`config.mk`:
```
export PLATFORM = sky130hd
export DESIGN_NAME = hd_output_format_control
export DESIGN_NICKNAME = d
export VERILOG_FILES = /design/src/hw/hd_fmt_pkg.sv /design/src/hw/fmt_cfg_if.sv /design/src/hw/hd_output_format_control.sv /design/src/hw/format_register.sv
export SDC_FILE = /design/constraint.sdc
export NUM_CORES = 1
export LEC_CHECK = 0
export ABC_AREA = 1
export BUFFER_PORTS_ARGS = -buffer_cell sky130_fd_sc_hd__buf_2
export CAP_MARGIN = 20
export CORE_UTILIZATION = 39
export DETAILED_ROUTE_END_ITERATION = 12
export SLEW_MARGIN = 5
export SYNTH_ARGS = -nofsm -noshare
export SYNTH_HDL_FRONTEND = slang
export SYNTH_HIERARCHICAL = 1
export SYNTH_SLANG_ARGS = --single-unit
```
`constraint.sdc`:
```
create_clock -name clk_in -period 1.4 [get_ports clk_in]
set_clock_uncertainty 0.1 [all_clocks]
set_input_delay 0.14 -clock clk_in [delete_from_list [all_inputs] [get_ports clk_in]]
set_output_delay 0.14 -clock clk_in [all_outputs]
set_load 0.05 [all_outputs]
```
`src/hw/hd_fmt_pkg.sv`:
```
// constants and helpers for the hd output format control block
// assumes one pixel clock domain shared by register port and pixel ports
package hd_fmt_pkg;
    // ****************************************
    // register map
    // ****************************************
    localparam int          REG_ADDR_W     = 5;
    localparam int          REG_DATA_W     = 8;
    localparam logic [4:0]  FMT_CTRL_ADDR  = 5'h05;
    localparam logic [7:0]  FMT_CTRL_RESET = 8'h00;
    localparam logic [7:0]  READ_ZERO      = 8'h00;
    localparam logic [3:0]  RSVD_READ      = 4'h0;
    // field positions in output_format_control
    localparam int          REV_BIT        = 0;
    localparam int          RGB_BIT        = 1;
    localparam int          SYNC_BIT       = 2;
    localparam int          SWAP_BIT       = 3;
    // revision code value is arbitrary
    localparam logic        REVISION_CODE  = 1'b0;

    // ****************************************
    // pixel path
    // ****************************************
    localparam int          PIX_W          = 10;
    localparam logic [9:0]  PIX_ZERO       = 10'h000;
    // chroma level driven during an inserted sync pulse, plain default
    localparam logic [9:0]  CHROMA_SYNC    = 10'h040;
    // input_format_select: 0 = 4:4:4 separate ports, 1 = 4:2:2 muxed
    localparam logic        FMT_444        = 1'b0;
    localparam logic        FMT_422        = 1'b1;

    // pick between two components by the swap bit
    function automatic logic [9:0] swap_pick(input logic       swap,
                                             input logic [9:0] plain,
                                             input logic [9:0] swapped);
        swap_pick = swap ? swapped : plain;
    endfunction : swap_pick
endpackage : hd_fmt_pkg

```
`src/hw/fmt_cfg_if.sv`:
```
// configuration bits passed from the register module to the pixel path
// assumes both ends run on the pixel clock
`timescale 1ns/1ps
interface fmt_cfg_if;
    logic rgb_sel;
    logic sync_insert;
    logic dac_swap;
    modport regs (output rgb_sel, output sync_insert, output dac_swap);
    modport path (input rgb_sel, input sync_insert, input dac_swap);
endinterface : fmt_cfg_if

```
`src/hw/hd_output_format_control.sv`:
```
// hdtv output format control: register, luma to dac a, plus chroma routing to dacs b, c
// assumes pixel ports and register strobes are driven on clk_in
`timescale 1ns/1ps
module hd_output_format_control
    import hd_fmt_pkg::*;
(
    // clock and reset
    input  wire logic                  clk_in,
    input  wire logic                  rst_in,
    // register access
    input  wire logic [REG_ADDR_W-1:0] reg_addr_in,
    input  wire logic [REG_DATA_W-1:0] reg_wdata_in,
    input  wire logic                  reg_wr_in,
    input  wire logic                  reg_rd_in,
    output logic      [REG_DATA_W-1:0] reg_rdata_out,
    // mode inputs from elsewhere in the encoder
    input  wire logic                  input_format_select_in,
    input  wire logic                  async_mode_in,
    // pixel ports
    input  wire logic [PIX_W-1:0]      y_in,
    input  wire logic [PIX_W-1:0]      cr_in,
    input  wire logic [PIX_W-1:0]      cbcr_in,
    input  wire logic                  hsync_in,
    input  wire logic                  line_start_in,
    // dac codes
    output logic      [PIX_W-1:0]      dac_a_out,
    output logic      [PIX_W-1:0]      dac_b_out,
    output logic      [PIX_W-1:0]      dac_c_out,
    output logic                       chroma_sync_out
);
    // ****************************************
    // register
    // ****************************************
    fmt_cfg_if cfg ();

    // software keeps the upper bits zero; they are neither stored nor read back
    format_register u_reg (
        .clk_in        (clk_in),
        .rst_in        (rst_in),
        .reg_addr_in   (reg_addr_in),
        .reg_wdata_in  (reg_wdata_in),
        .reg_wr_in     (reg_wr_in),
        .reg_rd_in     (reg_rd_in),
        .reg_rdata_out (reg_rdata_out),
        .cfg           (cfg)
    );

    // ****************************************
    // chroma phase and sample holds
    // ****************************************
    logic             phase;      // 0 = blue sample on muxed port
    logic [PIX_W-1:0] cb_hold;
    logic [PIX_W-1:0] cr_hold;
    logic             next_phase;
    logic [PIX_W-1:0] next_cb_hold;
    logic [PIX_W-1:0] next_cr_hold;
    logic             is_422;

    assign is_422 = (input_format_select_in == FMT_422);

    // phase restarts each line so a lost sample cannot swap colours for good
    always_comb begin
        next_phase   = phase;
        next_cb_hold = cb_hold;
        next_cr_hold = cr_hold;
        if (line_start_in || !is_422) begin
            next_phase = 1'b0;
        end else begin
            next_phase = ~phase;
        end
        if (!phase) begin
            next_cb_hold = cbcr_in;
        end else begin
            next_cr_hold = cbcr_in;
        end
    end

    // registers only
    always_ff @(posedge clk_in) begin
        if (rst_in) begin
            phase   <= 1'b0;
            cb_hold <= PIX_ZERO;
            cr_hold <= PIX_ZERO;
        end else begin
            phase   <= next_phase;
            cb_hold <= next_cb_hold;
            cr_hold <= next_cr_hold;
        end
    end

    // ****************************************
    // dac routing and sync insertion
    // ****************************************
    logic [PIX_W-1:0] cb_now;
    logic [PIX_W-1:0] cr_now;
    logic [PIX_W-1:0] next_dac_a;
    logic [PIX_W-1:0] next_dac_b;
    logic [PIX_W-1:0] next_dac_c;
    logic             next_sync;
    logic             sync_req;

    // in 4:2:2 the newest sample of each colour; the red port is unused
    assign cb_now = phase ? cb_hold : cbcr_in;
    assign cr_now = phase ? cbcr_in : cr_hold;

    // rgb only affects sync and async is unused, data passes through unchanged
    assign sync_req = cfg.sync_insert && !cfg.rgb_sel && hsync_in;

    always_comb begin
        next_dac_a = y_in;
        if (is_422) begin
            next_dac_b = swap_pick(cfg.dac_swap, cr_now, cb_now);
            next_dac_c = swap_pick(cfg.dac_swap, cb_now, cr_now);
        end else begin
            next_dac_b = swap_pick(cfg.dac_swap, cr_in, cbcr_in);
            next_dac_c = swap_pick(cfg.dac_swap, cbcr_in, cr_in);
        end
        next_sync = sync_req;
        if (sync_req) begin
            next_dac_b = CHROMA_SYNC;
            next_dac_c = CHROMA_SYNC;
        end
    end

    // one cycle of latency on every dac, all outputs registered
    always_ff @(posedge clk_in) begin
        if (rst_in) begin
            dac_a_out       <= PIX_ZERO;
            dac_b_out       <= PIX_ZERO;
            dac_c_out       <= PIX_ZERO;
            chroma_sync_out <= 1'b0;
        end else begin
            dac_a_out       <= next_dac_a;
            dac_b_out       <= next_dac_b;
            dac_c_out       <= next_dac_c;
            chroma_sync_out <= next_sync;
        end
    end
endmodule : hd_output_format_control

```
`src/hw/format_register.sv`:
```
// output_format_control register with its read port
// assumes register strobes are synchronous to clk_in, one cycle each
`timescale 1ns/1ps
module format_register
    import hd_fmt_pkg::*;
(
    // clock and reset
    input  wire logic                  clk_in,
    input  wire logic                  rst_in,
    // register access
    input  wire logic [REG_ADDR_W-1:0] reg_addr_in,
    input  wire logic [REG_DATA_W-1:0] reg_wdata_in,
    input  wire logic                  reg_wr_in,
    input  wire logic                  reg_rd_in,
    output logic      [REG_DATA_W-1:0] reg_rdata_out,
    // configuration to the pixel path
    fmt_cfg_if.regs                    cfg
);
    // ****************************************
    // storage
    // ****************************************
    logic                  rgb_sel;
    logic                  sync_insert;
    logic                  dac_swap;
    logic                  next_rgb_sel;
    logic                  next_sync_insert;
    logic                  next_dac_swap;
    logic [REG_DATA_W-1:0] next_rdata;
    logic                  hit;

    assign hit = (reg_addr_in == FMT_CTRL_ADDR);

    // bit 0 and the upper bits are not stored, so a careless write is harmless
    always_comb begin
        next_rgb_sel     = rgb_sel;
        next_sync_insert = sync_insert;
        next_dac_swap    = dac_swap;
        next_rdata       = reg_rdata_out;
        if (reg_wr_in && hit) begin
            next_rgb_sel     = reg_wdata_in[RGB_BIT];
            next_sync_insert = reg_wdata_in[SYNC_BIT];
            next_dac_swap    = reg_wdata_in[SWAP_BIT];
        end
        if (reg_rd_in) begin
            next_rdata = hit ? {RSVD_READ, dac_swap, sync_insert, rgb_sel,
                                REVISION_CODE} : READ_ZERO;
        end
    end

    // registers only
    always_ff @(posedge clk_in) begin
        if (rst_in) begin
            rgb_sel       <= FMT_CTRL_RESET[RGB_BIT];
            sync_insert   <= FMT_CTRL_RESET[SYNC_BIT];
            dac_swap      <= FMT_CTRL_RESET[SWAP_BIT];
            reg_rdata_out <= READ_ZERO;
        end else begin
            rgb_sel       <= next_rgb_sel;
            sync_insert   <= next_sync_insert;
            dac_swap      <= next_dac_swap;
            reg_rdata_out <= next_rdata;
        end
    end

    assign cfg.rgb_sel     = rgb_sel;
    assign cfg.sync_insert = sync_insert;
    assign cfg.dac_swap    = dac_swap;
endmodule : format_register

```
==> run summary <==
Reg2Reg Depth = 7
Mapped Cells = 420
Pwr Density = 1140 mW/mm^2
Status = finished, final reports clean
Synth top area cells = dfxtp_1, nand2_1, inv_1
Peak VDD IR = 0.775 mV
Post-synth top flop = dfxtp_1
Starting Density = 0.405
Core area = 0.00679 mm^2
Placed Instances = 582
Pre-Repair DR Iteration Count = 4
Port Buf Inserts = 78
Min Tclk post-route = 1.36 ns
DRT iter0 DRCs = 142
Synth area leader = dfxtp_1
Final Util = 0.529
GR Overflow Total = 0
Layout area overhead = 30.6%
Warnings, synthesis = 6
RSZ-0062 raised after global routing = no
CP bufs+invs = 4
Crit-path max FO = 9
Post-synth EDFFs = 0
# IOs = 90
Family with the most delay on the worst path = buffers and inverters
TritonCTS clock tree = done
Final ANT Viol Nets = 0
Clock Tree Buf Depth = 2
DRC Markers = 0
GRT Resource Usage Total = 0.171
Top-area cell type share of the netlist area = 0.422
Diode count = 0
Crit share post-route = 0.974
Crit Path Category = in -> reg
Final non-filler cell total = 614
Reg2Reg Setup Slack = 0.13 ns
Worst path required time = 1.58 ns
Leak = 1.92 nW
Worst Hold Launch = cbcr_in[3]
Post-synth design cell area = 0.00275 mm^2
Number of antenna violations at the first check in global routing = 0
Cell variety after synth = 25
Mean Syn Cell Area = 6.55 um^2
Cts bufs inserted = 9
Sink Count = 58
Final Max Tran Viols = 0
Row cnt = 30
Total routed wirelength = 6.16 mm
RR Startpoint = u_reg/cfg.sync_insert
Critical path cell sequence = dlygate4sd3_1, buf_2, nand2_2, nor2_2, or2_4, clkbuf_16, nor2_1, nand2_1, inv_1
Final setup fails = 0
Share of post-route cells with drive strength above 1 = 0.247
Commonest non-fill, non-tap cell in the layout = nand2_1
Hold Crit Class = in -> reg
CP Data Arrival Time = 1.55 ns
WHS Endpoint = cr_hold[3]
CTS root buf = clkbuf_8
Final Hold Fails = 0
Die Wd = 86.0 um
Routed len/inst = 10.0 um
Clk slew on worst S/H paths = 0.07 ns
DP Wirelength = 4.10 mm
Peak Freq = 734 MHz
Capturing point of the worst reg2reg path = dac_b_out[3]
H-tree depth = 3
Vias in the first global route = 2,246
Commonest cells after routing, fill and taps aside = nand2_1, buf_2, inv_1
Vias/cell = 4.29
Async set or reset register ratio after synthesis = 0
Slowest CP cell = dlygate4sd3_1
# nets final = 564
Largest net degree at the start of global routing = 23
Via count = 2,632
Setup tns final = 0 ns
Post-synthesis register bit count = 58
Latest clock arrival within the worst-skew pair = 0.34 ns
Die Y = 86.0 um
First-pass GRT wire length = 9.88 mm
Max-Cap Viols = 0
Max incr delay on CP = 0.52 ns
Post-synthesis sequential area ratio = 0.422
Startpoint Class = input pin
Hold Crit Depth = 3
GPL Wtd Cong = 0.746
Die area = 0.00740 mm^2
Crit path capture type = flop
-- area by class of cell --
cell class | count | area (um^2)
clock buffer | 9 | 124
clock inverter | 7 | 78.8
fill | 671 | 3200
inverter | 67 | 254
multi-input combinational | 271 | 1190
sequential | 58 | 1160
tap | 96 | 120
timing repair buffer | 106 | 668
-- flip-flops by register name (all words and copies together) (netlist names) --
register / cells
dac_c_out: 10
dac_a_out: 10
u_reg/reg_rdata_out: 3
cb_hold: 10
cr_hold: 10
phase: 1
chroma_sync_out: 1
dac_b_out: 10
u_reg/cfg.sync_insert: 1
u_reg/cfg.dac_swap: 1
u_reg/cfg.rgb_sel: 1
-- report_power, final --
part           internal, mW  total (mW)  switching [mW]  leakage, nW
combinational         0.244       0.765           0.521         1.35
clock                 0.832        1.57           0.738       0.0921
sequential             1.74        1.76          0.0229        0.479
-- cells by family (layout without fill, tap and decap cells) --
family | Yosys count | after routing | synth area share
AO/OA/AOI/OAI | 48 | 48 | 0.0873
other | 1 | 5 | 0.00136
buffers and inverters | 95 | 189 | 0.155
AND/OR/NAND/NOR | 218 | 218 | 0.335
flip-flops | 58 | 58 | 0.422
-- worst min-delay path, stage by stage --
cell	delay (ns)
buf_2	0.12
nand2_1	0.08
a21oi_1	0.06
-- routing by layer --
| layer | part of all wire | vias to the layer above | global-route usage |
|---|---|---|---|
| met5 | 0 | - | 0 |
| met4 | 0.0073 | 0 | 0.0364 |
| met3 | 0.055 | 4 | 0.0635 |
| met2 | 0.46 | 73 | 0.289 |
| met1 | 0.47 | 1113 | 0.207 |
| li1 | - | 1442 | - |
-- how the worst max path moves through the flow --
stage	startpoint	end	slack [ns]	cells after the start
finish	hsync_in	dac_b_out[2]	0.04	9
global route	phase	dac_b_out[8]	0.01	7
CTS	hsync_in	dac_c_out[2]	0.03	9
detailed placement	u_reg/cfg.sync_insert	dac_c_out[2]	0.09	7
global placement	u_reg/cfg.sync_insert	dac_c_out[2]	0.13	7
floorplan	u_reg/cfg.sync_insert	dac_b_out[4]	0.18	8
-- synthesized netlist by cell type, types with 2 or more instances --
cell type,count
a21oi_1,31
inv_1,65
nor2_4,2
buf_2,8
dfxtp_1,58
buf_6,2
o21ai_1,13
nor2_2,12
nand3_1,27
clkbuf_1,8
o21ai_0,4
buf_4,8
nor2_1,36
nand2_1,133
nand4_1,3
-- metrics by stage --
stage	hold slack (ns)	setup WS [ns]	cell area, um^2	power (mW)
floorplan	0.117	0.180	2770	2.34
global placement	0.238	0.129	3210	2.52
detailed placement	0.237	0.0908	3210	2.52
CTS	0.00357	0.0333	3560	4.14
global route	0.0327	0.0129	3590	4.30
finish	0.0217	0.0370	3590	4.10
-- timing repair --
item,in CTS,in global routing
hold endpoints to repair,17,0
buffers inserted,0,0
resized for setup,0,3
hold buffers,15,0
setup endpoints to repair,0,12
Note: power is estimated with default switching activity, not from simulation.
